$ cat config.mk
export PLATFORM = sky130hd
export DESIGN_NAME = aiis_core
export DESIGN_NICKNAME = d
export VERILOG_FILES = /design/src/logic/aiis_pkg.sv /design/src/logic/aiis_pin_sync_if.sv /design/src/logic/aiis_core.sv /design/src/logic/aiis_pin_sync.sv
export SDC_FILE = /design/constraint.sdc
export NUM_CORES = 1
export LEC_CHECK = 0
export BUFFER_PORTS_ARGS = -buffer_cell sky130_fd_sc_hd__buf_2
export CELL_PAD_IN_SITES_DETAIL_PLACEMENT = 1
export CELL_PAD_IN_SITES_GLOBAL_PLACEMENT = 2
export CORE_MARGIN = 2
export CORE_UTILIZATION = 28
export CTS_CLUSTER_DIAMETER = 150
export DETAILED_ROUTE_END_ITERATION = 16
export MAX_ROUTING_LAYER = met4
export PLACE_DENSITY = 0.76
export SLEW_MARGIN = 10
export SYNTH_ARGS = -nofsm -noshare
export SYNTH_HDL_FRONTEND = slang
export SYNTH_SLANG_ARGS = --single-unit
$ cat constraint.sdc
create_clock -name sys_clk -period 2 [get_ports sys_clk]
set_clock_uncertainty 0.15 [all_clocks]
set_input_delay 0 -clock sys_clk [delete_from_list [all_inputs] [get_ports sys_clk]]
set_output_delay 0 -clock sys_clk [all_outputs]
set_load 0.01 [all_outputs]
$ cat src/logic/aiis_pkg.sv
// Package: register map, field positions and reset values of the ATA interrupt/status block
// Assumes: 8-bit MCU data bus with 16-bit XDATA addresses
package aiis_pkg;
    localparam logic [15:0] AIIS_ADDR_PRI_ENABLE  = 16'hf0e7;
    localparam logic [15:0] AIIS_ADDR_SEC_FLAGS   = 16'hf0e8;
    localparam logic [15:0] AIIS_ADDR_SEC_ENABLE  = 16'hf0e9;
    localparam logic [15:0] AIIS_ADDR_PIN_STATUS  = 16'hf0ea;

    localparam int          AIIS_BIT_NONDATA      = 0;
    localparam int          AIIS_BIT_DSEQ         = 1;
    localparam int          AIIS_BIT_PSEQ         = 2;
    localparam int          AIIS_BIT_BUSY         = 3;
    localparam int          AIIS_NUM_SEC          = 4;

    localparam int          AIIS_BIT_OVERRUN      = 0;
    localparam int          AIIS_BIT_DMARQ        = 1;
    localparam int          AIIS_BIT_DMACK        = 2;
    localparam int          AIIS_BIT_INTRQ        = 3;

    localparam logic [7:0]  AIIS_RST_BYTE         = 8'h00;
    localparam logic [7:0]  AIIS_ATA_VECTOR       = 8'h48;
endpackage : aiis_pkg

$ cat src/logic/aiis_pin_sync_if.sv
// Interface: synchronised ATA pin levels from the pin synchroniser to the core
// Assumes: single sys_clk domain
`timescale 1ns/10ps
interface aiis_pin_sync_if;
    logic dmarq;
    logic dmack;
    logic intrq;
    logic drive_busy;
    logic drive_drq;
    modport producer (output dmarq, output dmack, output intrq, output drive_busy, output drive_drq);
    modport consumer (input dmarq, input dmack, input intrq, input drive_busy, input drive_drq);
endinterface : aiis_pin_sync_if

$ cat src/logic/aiis_core.sv
// ATA/ATAPI secondary interrupt flags, masks and interface pin status
// Assumes: MCU XDATA byte bus with one-cycle write strobe and combinational read data;
// autocommand sequencer supplies same-clock protocol event pulses.
// ATA pin levels are asynchronous and pass a two-flop synchroniser first.
`timescale 1ns/10ps
module aiis_core
    import aiis_pkg::*;
(
    input  wire logic        sys_clk,
    input  wire logic        reset,
    // MCU register port
    input  wire logic [15:0] mcu_addr,
    input  wire logic        mcu_wr,
    input  wire logic        mcu_rd,
    input  wire logic [7:0]  mcu_wdata,
    output logic      [7:0]  mcu_rdata,
    output logic             mcu_rd_hit,
    // Asynchronous ATA pins
    input  wire logic        ata_dmarq,
    input  wire logic        ata_dmack,
    input  wire logic        ata_intrq,
    input  wire logic        ata_busy,
    input  wire logic        ata_drq,
    // Sequencer side
    input  wire logic        atapi_mode,
    input  wire logic        nondata_cmd_cfg,
    input  wire logic        command_start_control,
    input  wire logic        cmd_issued,
    input  wire logic        data_seq_violation,
    input  wire logic        packet_seq_violation,
    input  wire logic        overrun_event,
    output logic             command_execute,
    // Interrupt toward primary register / vector logic
    output logic             secondary_source_pending,
    output logic             secondary_irq,
    output logic [7:0]       ata_primary_irq_enable,
    output logic [7:0]       irq_vector
);
    // ------------------------------------------------------------
    // State and local signals
    // ------------------------------------------------------------
    typedef struct packed {
        logic [7:0]              pri_enable;
        logic [AIIS_NUM_SEC-1:0] sec_flags;
        logic [7:0]              sec_enable;
        logic                    overrun;
        logic                    exec;
    } aiis_state_t;

    aiis_state_t             state;
    aiis_state_t             next_state;
    aiis_pin_sync_if         pins ();
    logic [AIIS_NUM_SEC-1:0] sec_set;
    logic [AIIS_NUM_SEC-1:0] sec_clr;
    wire  [AIIS_NUM_SEC-1:0] sec_next;
    logic [7:0]              pin_status;
    logic                    wr_pri_enable;
    logic                    wr_sec_flags;
    logic                    wr_sec_enable;
    logic                    rd_pin_status;

    // ------------------------------------------------------------
    // Pin synchroniser
    // ------------------------------------------------------------
    aiis_pin_sync u_sync (
        .sys_clk    (sys_clk),
        .reset      (reset),
        .pins_async ({ata_drq, ata_busy, ata_intrq, ata_dmack, ata_dmarq}),
        .sync       (pins.producer)
    );

    // ------------------------------------------------------------
    // Register decode
    // ------------------------------------------------------------
    // One strobe per register; each acts on the rising edge
    always_comb begin
        wr_pri_enable = mcu_wr && (mcu_addr == AIIS_ADDR_PRI_ENABLE);
        wr_sec_flags  = mcu_wr && (mcu_addr == AIIS_ADDR_SEC_FLAGS);
        wr_sec_enable = mcu_wr && (mcu_addr == AIIS_ADDR_SEC_ENABLE);
        rd_pin_status = mcu_rd && (mcu_addr == AIIS_ADDR_PIN_STATUS);
    end

    // ------------------------------------------------------------
    // Event sources
    // ------------------------------------------------------------
    // Each source is a one-cycle pulse qualified by its condition
    always_comb begin
        sec_set = '0;
        sec_clr = '0;
        // Nondata command, yet the drive still requests data
        if (cmd_issued && nondata_cmd_cfg && pins.drive_drq) begin
            sec_set[AIIS_BIT_NONDATA] = 1'b1;
        end
        // Data phase protocol break, counted only in ATAPI mode
        if (atapi_mode && data_seq_violation) begin
            sec_set[AIIS_BIT_DSEQ] = 1'b1;
        end
        // Command packet protocol break, ATAPI mode only
        if (atapi_mode && packet_seq_violation) begin
            sec_set[AIIS_BIT_PSEQ] = 1'b1;
        end
        // Start strobe met a busy drive
        if (command_start_control && pins.drive_busy) begin
            sec_set[AIIS_BIT_BUSY] = 1'b1;
        end
        // Write-one-to-clear on the flag register
        if (wr_sec_flags) begin
            sec_clr = mcu_wdata[AIIS_NUM_SEC-1:0];
        end
    end

    // ------------------------------------------------------------
    // Per-flag update
    // ------------------------------------------------------------
    // Set wins over a same-cycle write-one clear, so no event is lost
    for (genvar g = 0; g < AIIS_NUM_SEC; g++) begin : g_flag
        assign sec_next[g] = sec_set[g] | (state.sec_flags[g] & ~sec_clr[g]);
    end

    // ------------------------------------------------------------
    // Next state
    // ------------------------------------------------------------
    always_comb begin
        next_state           = state;
        next_state.sec_flags = sec_next;
        if (wr_pri_enable) begin
            next_state.pri_enable = mcu_wdata;
        end
        if (wr_sec_enable) begin
            next_state.sec_enable = mcu_wdata;
        end
        // Overrun: read-to-clear, new event wins
        if (rd_pin_status) begin
            next_state.overrun = 1'b0;
        end
        if (overrun_event) begin
            next_state.overrun = 1'b1;
        end
        // Busy drive at start: sequencer is not told to run
        next_state.exec      = command_start_control & ~pins.drive_busy;
    end

    // ------------------------------------------------------------
    // State register
    // ------------------------------------------------------------
    always_ff @(posedge sys_clk or posedge reset) begin
        if (reset) begin
            state <= '0;
        end else begin
            state <= next_state;
        end
    end

    // ------------------------------------------------------------
    // Status byte
    // ------------------------------------------------------------
    // Overrun in its own bit, live pin mirror above, rest zero
    always_comb begin
        pin_status                   = AIIS_RST_BYTE;
        pin_status[AIIS_BIT_OVERRUN] = state.overrun;
        pin_status[AIIS_BIT_DMARQ]   = pins.dmarq;
        pin_status[AIIS_BIT_DMACK]   = pins.dmack;
        pin_status[AIIS_BIT_INTRQ]   = pins.intrq;
    end

    // ------------------------------------------------------------
    // Interrupt outputs
    // ------------------------------------------------------------
    // Summary ignores the mask; the interrupt line honours it
    assign secondary_source_pending = |state.sec_flags;
    assign secondary_irq            = |(state.sec_flags & state.sec_enable[AIIS_NUM_SEC-1:0]);
    // Vector only while an enabled secondary source is pending
    assign irq_vector               = secondary_irq ? AIIS_ATA_VECTOR : AIIS_RST_BYTE;
    assign ata_primary_irq_enable   = state.pri_enable;

    // ------------------------------------------------------------
    // Command start
    // ------------------------------------------------------------
    // Registered, one cycle after an accepted start strobe
    assign command_execute          = state.exec;

    // ------------------------------------------------------------
    // Register read data
    // ------------------------------------------------------------
    // Unmapped addresses read zero and drop the hit flag
    always_comb begin
        mcu_rdata  = AIIS_RST_BYTE;
        mcu_rd_hit = 1'b1;
        case (mcu_addr)
            AIIS_ADDR_PRI_ENABLE: begin
                mcu_rdata = state.pri_enable;
            end
            AIIS_ADDR_SEC_FLAGS: begin
                mcu_rdata[AIIS_NUM_SEC-1:0] = state.sec_flags;
            end
            AIIS_ADDR_SEC_ENABLE: begin
                mcu_rdata = state.sec_enable;
            end
            AIIS_ADDR_PIN_STATUS: begin
                mcu_rdata = pin_status;
            end
            default: begin
                mcu_rd_hit = 1'b0;
            end
        endcase
    end
endmodule : aiis_core

$ cat src/logic/aiis_pin_sync.sv
// Two-flop synchroniser for the asynchronous ATA pin levels
// Assumes: pins are asynchronous to sys_clk
`timescale 1ns/10ps
module aiis_pin_sync
    import aiis_pkg::*;
(
    input  wire logic       sys_clk,
    input  wire logic       reset,
    input  wire logic [4:0] pins_async,
    aiis_pin_sync_if.producer sync
);
    typedef struct packed {
        logic [4:0] stage1;
        logic [4:0] stage2;
    } aiis_sync_state_t;

    aiis_sync_state_t state;
    aiis_sync_state_t next_state;

    always_comb begin
        next_state        = state;
        next_state.stage1 = pins_async;
        next_state.stage2 = state.stage1;
    end

    always_ff @(posedge sys_clk or posedge reset) begin
        if (reset) begin
            state <= '0;
        end else begin
            state <= next_state;
        end
    end

    assign sync.dmarq      = state.stage2[0];
    assign sync.dmack      = state.stage2[1];
    assign sync.intrq      = state.stage2[2];
    assign sync.drive_busy = state.stage2[3];
    assign sync.drive_drq  = state.stage2[4];
endmodule : aiis_pin_sync

==> summary.txt, run 1 <==
crit path buf inv count = 3
core area = 5110 um2
Hold/Removal Path Class = input port to asynchronous set/reset pin
final setup violating endpoints = 0
Final #Nets = 236
Post-synth EDFFs = 0
cell row count = 26
vias in the first global route = 1416
CP max stage cell = or4_1
asr flop ratio synth = 100%
Netlist cell types = 23
worst-path cell chain = buf_2, or4_1, nor4_4, buf_4, a22oi_1, nand2_1, buf_2
Final Cycle Share = 91.6%
RSZ-0062 raised after global routing = false
gpl congestion = 0.745
final hold viol count = 0
area leader, netlist = dfrtp_1
H-tree levels = 2
setup_tns = 0 ps
top_reg_cell synth = dfrtp_1
DR iter-0 viols = 51
register bit total from synthesis = 32
Clock Sinks = 32
chip width = 76.8 um
synthesized cell area = 1480 um2
Peak VDD IR = 0.336 mV
CTS tree = yes
n_diodes = 0
Final ANT Viol Nets = 0
Die Span Y = 76.8 um
WS Path Type = input port to output pin
Leak = 1.13 nW
DR WL/cell = 15.9 um
DP HPWL = 3070 um
Fillers = 584
Via density = 4.61
Setup Fix Bufs, Post-CTS = 0
first-pass GRT wire length = 6940 um
fmax = 0.546 GHz
Critical Path RT = 1850 ps
gr usage total = 15.8%
pwr dens = 668 nW/um2
clock slew seen by the registers of the worst setup and hold paths = 70 ps
area delta synth->final = 45.7%
outcome = finished, final reports clean
Root Buffer = clkbuf_8
clock buffer depth = 2
largest cells by area after synthesis = dfrtp_1 54%, mux2_2 12%, buf_4 8.1%
clock latency on the worst-skew pair = 270 ps
Ys Warns = 0
max incr delay on CP = 670 ps
max_cap viols = 0
final worst slack = 168 ps
Avg Inst Size Synth = 13.1 um2
pre-CTS setup slack = 120 ps
crit path DAT = 1680 ps
share of layout cells above drive strength 1 = 48.7%
DRC viols = 0
Mapped Cells = 113
CP Launch Type = input port
FF/Latch Area = 801 um2
max reg flops = 12
sequential-to-total area share from yosys stat = 54.0%
full die area = 5890 um2
Post-Route WL = 4240 um
# resized after CTS = 0
Synth top area share = 54.0%
PortBufs = 61
area used by multi-input combinational logic = 568 um2
crit-path leading delay family = simple AND/OR/NAND/NOR gates
antenna violations before repair = 0
largest net degree at the start of global routing = 33
cell with the most instances after synthesis = dfrtp_1
final slew viol count = 0
TritonCTS Buffers = 5
DR vias = 1232
Worst Setup End Kind = output pin
Starting Density = 29.0%
# IOs = 68
number of hold buffers added after CTS = 23
Biggest register = state
DRT Pass-1 Iters = 4
CP Max Fanout = 9
GRT overflow = 0
CP dominant cell by count = buf_2
Final min period = 1830 ps
Synth top cells by count = 32 x dfrtp_1, 16 x buf_4, 16 x mux2_2, 10 x a22oi_1, 7 x a22o_1
[cell type report]
type / count / share of cell area (%)
timing repair buffer: 89 / 26.5
sequential: 32 / 37.1
tap: 70 / 4.06
clock buffer: 7 / 4.46
multi-input combinational: 67 / 26.3
inverter: 1 / 0.174
clock inverter: 1 / 1.39
[stage by stage]
| stage | util (%) | std cells | hold slack [ps] | area [um2] | power (mW) |
|---|---|---|---|---|---|
| after floorplan | - | 118 | -119 | 1500 | 0.710 |
| after global placement | 35.3 | 236 | -52.9 | 1800 | 0.749 |
| after detailed placement | 35.3 | 236 | -40.2 | 1800 | 0.753 |
| after CTS | 42.3 | 267 | 181 | 2160 | 1.46 |
| after global routing | 42.3 | 267 | 211 | 2160 | 1.50 |
| final | 42.3 | 267 | 195 | 2160 | 1.44 |
[tightest hold or removal path, cell delays in order]
cell,delay (ps)
dlygate4sd3_1,530
buf_2,120
inv_1,40
buf_4,350
[cell usage in the layout (no fill, tap or decap)]
master / count
a21o_1: 1
nor4_1: 1
nand2_4: 2
buf_2: 61
inv_1: 1
dfrtp_1: 32
a22o_1: 7
bufinv_16: 1
buf_4: 5
clkbuf_8: 7
a22oi_1: 10
nand4b_1: 2
mux2_2: 16
or4_1: 3
or4b_2: 1
nand4_1: 1
nand2_1: 6
nor2b_1: 1
a32o_1: 1
dlygate4sd3_1: 23
nor4_4: 2
or4bb_1: 2
nor4_2: 1
nand3_1: 4
conb_1: 6
[metal layers]
layer	GRT usage, %	wire length, um
met5	-	0
met4	6.55	89
met2	29.1	2340
met1	15.9	1580
met3	3.76	224
[path summary, 6_finish.rpt]
path | start | endpoint | slack [ps] | depth (start not counted)
worst max-delay path | mcu_addr[9] | mcu_rdata[3] | 170 | 7
min in group sys_clk | u_sync.next_state[3]$_DFF_PP0_ | u_sync.sync.drive_busy$_DFF_PP0_ | 200 | 0
worst min-delay path | reset | u_sync.next_state[1]$_DFF_PP0_ | 190 | 4
worst max register to register | ata_primary_irq_enable[5]$_DFFE_PP0P_ | ata_primary_irq_enable[5]$_DFFE_PP0P_ | 1060 | 1
max in group asynchronous | reset | ata_primary_irq_enable[6]$_DFFE_PP0P_ | 1210 | 4
worst min register to register | u_sync.next_state[3]$_DFF_PP0_ | u_sync.sync.drive_busy$_DFF_PP0_ | 200 | 0
[where the power goes]
part	leakage, nW	internal [mW]	switching [mW]	total (mW)
clock network	0.0645	0.439	0.227	0.666
registers	0.397	0.659	0.00355	0.662
logic	0.665	0.0635	0.0511	0.115
[cell families (layout without fill, tap and decap cells)]
group | Yosys count | in the layout | synth area share, %
buffers and inverters | 19 | 98 | 8.94
AND/OR/NAND/NOR | 26 | 26 | 14.3
other | 1 | 6 | 0.253
AO/OA/AOI/OAI | 19 | 19 | 10.4
multiplexers | 16 | 16 | 12.2
flip-flops | 32 | 32 | 54.0
Power figures use the tool's default switching activity.
==> run 2, diff against run 1 <==
clock period = 1.8 ns   (was 2 ns; I/O delays follow)
==> run 2 against run 1 <==
Compared with the run above: non-clock buffer count increased by 1; combinational power rose by 12%; critical path depth unchanged; worst setup slack got worse by 63 ps; routed wire length grew 0.92%; sequential power increased by 11%; critical endpoint is now mcu_rdata[1]; largest cell class unchanged.
==> summary.txt, run 2 (synthesis gave the netlist of run 1 again) <==
final worst slack = 106 ps
DR WL/cell = 16.0 um
Peak VDD IR = 0.529 mV
max_cap viols = 0
Reg-to-Reg End = state[3]$_DFFE_PP0P_
H-tree levels = 2
first-pass GRT wire length = 7160 um
PortBufs = 61
gpl congestion = 0.798
Leak = 1.12 nW
hold path endpoint = pin_status[0]$_DFFE_PP0P_
Final min period = 1690 ps
final slew viol count = 0
CP dominant cell by count = buf_2
clock buffer depth = 2
CTS tree = yes
gr usage total = 16.0%
Final #Nets = 237
Critical Path RT = 1650 ps
Via density = 4.67
TritonCTS Buffers = 5
commonest cells after routing, fill and taps aside = 61 x buf_2, 32 x dfrtp_1, 23 x dlygate4sd3_1, 16 x mux2_2, 10 x a22oi_1
chip width = 76.8 um
DRT Pass-1 Iters = 4
# IOs = 68
clock slew seen by the registers of the worst setup and hold paths = 70 ps
crit path DAT = 1540 ps
Final ANT Viol Nets = 0
antenna violations before repair = 0
n_diodes = 0
Final Cycle Share = 94.1%
largest net degree at the start of global routing = 33
Biggest register = state
RSZ-0062 raised after global routing = false
commonest non-fill, non-tap cell in the layout = buf_2
Die Span Y = 76.8 um
full die area = 5890 um2
max reg flops = 12
share of layout cells above drive strength 1 = 49.5%
cell row count = 26
DR iter-0 viols = 25
CP Max Fanout = 9
fmax = 0.590 GHz
DP HPWL = 3000 um
DRC viols = 0
max incr delay on CP = 550 ps
clock latency on the worst-skew pair = 290 ps
Starting Density = 29.0%
WHS Path Cells = 6
WS Path Type = input port to output pin
DR vias = 1251
Post-DP Area = 1800 um2
crit path buf inv count = 3
hold path startpoint = mcu_addr[2]
final hold viol count = 0
CP max stage cell = or4bb_1
R2R Setup Slk = 850 ps
pwr dens = 714 nW/um2
GRT overflow = 0
Root Buffer = clkbuf_8
crit-path leading delay family = simple AND/OR/NAND/NOR gates
Hold/Removal Path Class = input port to flip-flop
outcome = finished, final reports clean
Worst Setup End Kind = output pin
core area = 5110 um2
Final Cell Area = 2160 um2
final setup violating endpoints = 0
Worst R2R Start = state[3]$_DFFE_PP0P_
CP Launch Type = input port
Clock Sinks = 32
worst-path cell chain = buf_2, or4bb_1, nor4_4, buf_4, a22oi_1, nand2_1, buf_2
reg2reg path depth = 1
pre-CTS setup slack = -20.2 ps
Post-Route WL = 4280 um
area delta synth->final = 45.6%
vias in the first global route = 1414
run 2: changes by cell type in the layout (fill, tap and decap cells not counted), sizes merged:
cell	change
buf	+1
clkbuf	-1
clkinv	+1
run 2: per-stage QoR:
step / std cells / hold WS [ps] / power [mW] / TNS (ps) / utilization [%]
global placement: 236 / -53.4 / 0.833 / 0 / 35.3
floorplan: 118 / -119 / 0.789 / 0 / -
global route: 268 / 190 / 1.61 / 0 / 42.3
finish: 268 / 173 / 1.54 / 0 / 42.3
detailed placement: 236 / -40.6 / 0.838 / -20.2 / 35.3
CTS: 267 / 175 / 1.56 / 0 / 41.9
run 2: layout make-up:
| type | instances | area (um2) |
|---|---|---|
| multi-input combinational | 67 | 578 |
| inverter | 1 | 3.75 |
| clock inverter | 2 | 35.0 |
| timing repair buffer | 90 | 581 |
| clock buffer | 6 | 72.6 |
| sequential | 32 | 801 |
| fill | 582 | 2950 |
| tap | 70 | 87.6 |
run 2: power by group:
| part | total [mW] | internal, mW | switching [mW] |
|---|---|---|---|
| logic | 0.129 | 0.0710 | 0.0578 |
| clock network | 0.677 | 0.410 | 0.267 |
| registers | 0.736 | 0.732 | 0.00428 |
run 2: timing repair:
item | 4_1_cts | 5_1_grt
setup buffers | 0 | 1
setup endpoints to repair | 0 | 5
hold endpoints to repair | 59 | 0
resized for setup | 0 | 2
hold buffers | 23 | 0
run 2: worst max path at each step:
stage	cells after the start	slack [ps]	start	endpoint
after floorplan	5	30	mcu_addr[9]	state[10]$_DFF_PP0_
after global placement	6	30	mcu_addr[9]	state[10]$_DFF_PP0_
after detailed placement	6	-20	mcu_addr[9]	state[10]$_DFF_PP0_
after CTS	7	30	mcu_addr[9]	mcu_rdata[2]
after global routing	7	30	mcu_addr[1]	mcu_rdata[1]
final	7	110	mcu_addr[1]	mcu_rdata[1]
run 2: metal layers:
layer  up-vias  GRT usage [%]  wire length (um)
li1        569              -                 -
met3         5           4.82               272
met4         0           4.73                43
met1       624           17.5              1670
met5         -              -                 0
met2        53           28.1              2290
==> run 3, diff against run 2 <==
CORE_UTILIZATION = 25   (was 28)
PLACE_DENSITY = 0.69   (was 0.76)
==> run 3 against run 2 <==
Compared with the run above: utilization shrank 5.3 points; worst setup slack gained 9.6 ps; highest routed layer unchanged; combinational power shrank 3%; worst hold slack lost 5.9 ps; first-iteration DRC count grew 44%; critical path depth shrank 1; critical path type unchanged; largest power group unchanged; sequential share of layout area grew 0.13 points; cell area shrank 0.35%; fmax grew 0.57%; flip-flop and latch count is the same.
==> summary.txt, run 3 (synthesis gave the netlist of run 1 again) <==
DP HPWL = 2840 um
CTS tree = yes
core area = 5820 um2
gpl congestion = 0.696
max incr delay on CP = 550 ps
Fillers = 668
PortBufs = 61
fmax = 0.594 GHz
Comb pwr share = 8.8%
Clk pwr share = 39.3%
setup_tns = 0 ps
DR vias = 1226
area delta synth->final = 45.1%
TritonCTS Buffers = 5
Worst Setup End Kind = output pin
WS Path Type = input port to output pin
Root Buffer = clkbuf_8
# IOs = 68
chip width = 81.0 um
CP max stage cell = or4bb_1
Hold/Removal Path Class = input port to flip-flop
CP startpoint = mcu_addr[1]
Via density = 4.47
Final Cycle Share = 93.6%
Reg-to-Reg End = ata_primary_irq_enable[3]$_DFFE_PP0P_
Peak VDD IR = 0.435 mV
DR WL/cell = 14.1 um
switching portion of total power = 21.9%
R2R Setup Slk = 860 ps
largest net degree at the start of global routing = 33
worst-path cell chain = buf_2, or4bb_1, nor4_4, buf_4, a22o_1, buf_2
antenna violations before repair = 0
final slew viol count = 0
internal power = 1.11 mW
crit path buf inv count = 3
reg2reg path depth = 1
CP Launch Type = input port
outcome = finished, final reports clean
WHS Path Cells = 6
max_cap viols = 0
Final ANT Viol Nets = 0
Clock Sinks = 32
Seq pwr share = 51.9%
DR iter-0 viols = 36
Leak = 1.13 nW
share of layout cells above drive strength 1 = 49.7%
final setup violating endpoints = 0
Starting Density = 25.5%
CP dominant cell by count = buf_2
crit-path leading delay family = simple AND/OR/NAND/NOR gates
hold path startpoint = mcu_addr[2]
DRC viols = 0
commonest cells after routing, fill and taps aside = 61 x buf_2, 32 x dfrtp_1, 23 x dlygate4sd3_1, 16 x mux2_2, 10 x a22oi_1
full die area = 6560 um2
commonest non-fill, non-tap cell in the layout = buf_2
clock buffer depth = 2
H-tree levels = 2
clock slew seen by the registers of the worst setup and hold paths = 70 ps
vias in the first global route = 1288
GRT overflow = 0
pwr dens = 659 nW/um2
hold path endpoint = pin_status[0]$_DFFE_PP0P_
Final Power = 1.42 mW
Hold WS = 168 ps
Post-Route WL = 3860 um
max reg flops = 12
Biggest register = state
RSZ-0062 raised after global routing = false
crit path DAT = 1530 ps
Die Span Y = 81.0 um
clock latency on the worst-skew pair = 270 ps
CP Max Fanout = 9
Psw = 0.310 mW
n_diodes = 0
Worst R2R Start = ata_primary_irq_enable[3]$_DFFE_PP0P_
first-pass GRT wire length = 6150 um
gr usage total = 12.9%
Final min period = 1680 ps
final hold viol count = 0
Final #Nets = 238
Critical Path RT = 1650 ps
DRT Pass-1 Iters = 4
cell row count = 28
==> run 3: changes by cell type in the layout (fill, tap and decap cells not counted) <==
cell	before	now
clkbuf_8	5	6
nor4_1	0	1
clkinv_2	1	2
buf_4	6	7
clkbuf_1	1	0
bufinv_16	1	0
nor4_2	2	1
==> run 3: final cells by class <==
cell class              instances  area [um2]  area share (%)
clock buffers                   6        82.6            3.84
clock inverters                 2        10.0           0.465
inverters                       1        3.75           0.175
multi-input cells              67         572            26.6
flip-flops and latches         32         801            37.2
well taps                      75        93.8            4.36
repair buffers                 91         588            27.3
==> run 3: how the worst max path moves through the flow <==
stage / cells past startpoint / slack (ps) / endpoint
floorplan: 5 / 30 / state[10]$_DFF_PP0_
global placement: 6 / 30 / state[13]$_DFF_PP0_
detailed placement: 5 / -30 / ata_primary_irq_enable[3]$_DFFE_PP0P_
CTS: 7 / 90 / mcu_rdata[3]
global route: 7 / 30 / mcu_rdata[1]
finish: 6 / 120 / mcu_rdata[6]
==> run 3: per-stage QoR <==
stage               instance area, um2  utilization [%]  setup slack (ps)  cells
floorplan                         1500                -              33.3    118
global placement                  1820             31.2              28.6    242
detailed placement                1820             31.2             -32.7    242
CTS                               2150             37.0              92.2    274
global route                      2150             37.0              28.7    274
finish                            2150             37.0               115    274
==> run 3: power groups by stage <==
stage	clock, mW	sequential [mW]	combinational (mW)
3_5_place_dp	0	0.749	0.0877
6_report	0.557	0.735	0.125
3_3_place_gp	0	0.749	0.0854
4_1_cts	0.585	0.735	0.127
5_1_grt	0.613	0.736	0.139
2_1_floorplan	0	0.748	0.0403
==> run 3: timing repair <==
action | in CTS | in global routing
resized for setup | 1 | 0
endpoints found under the hold margin | 59 | 0
setup buffers | 1 | 0
endpoints found under the setup margin | 1 | 0
hold buffers | 23 | 0
==> run 3: layer usage <==
layer / track usage [%] / vias to the layer above / wire length, um
li1: - / 569 / -
met1: 14.9 / 599 / 1590
met2: 22.0 / 53 / 1950
met3: 3.33 / 5 / 292
met4: 4.07 / 0 / 32
met5: - / - / 0
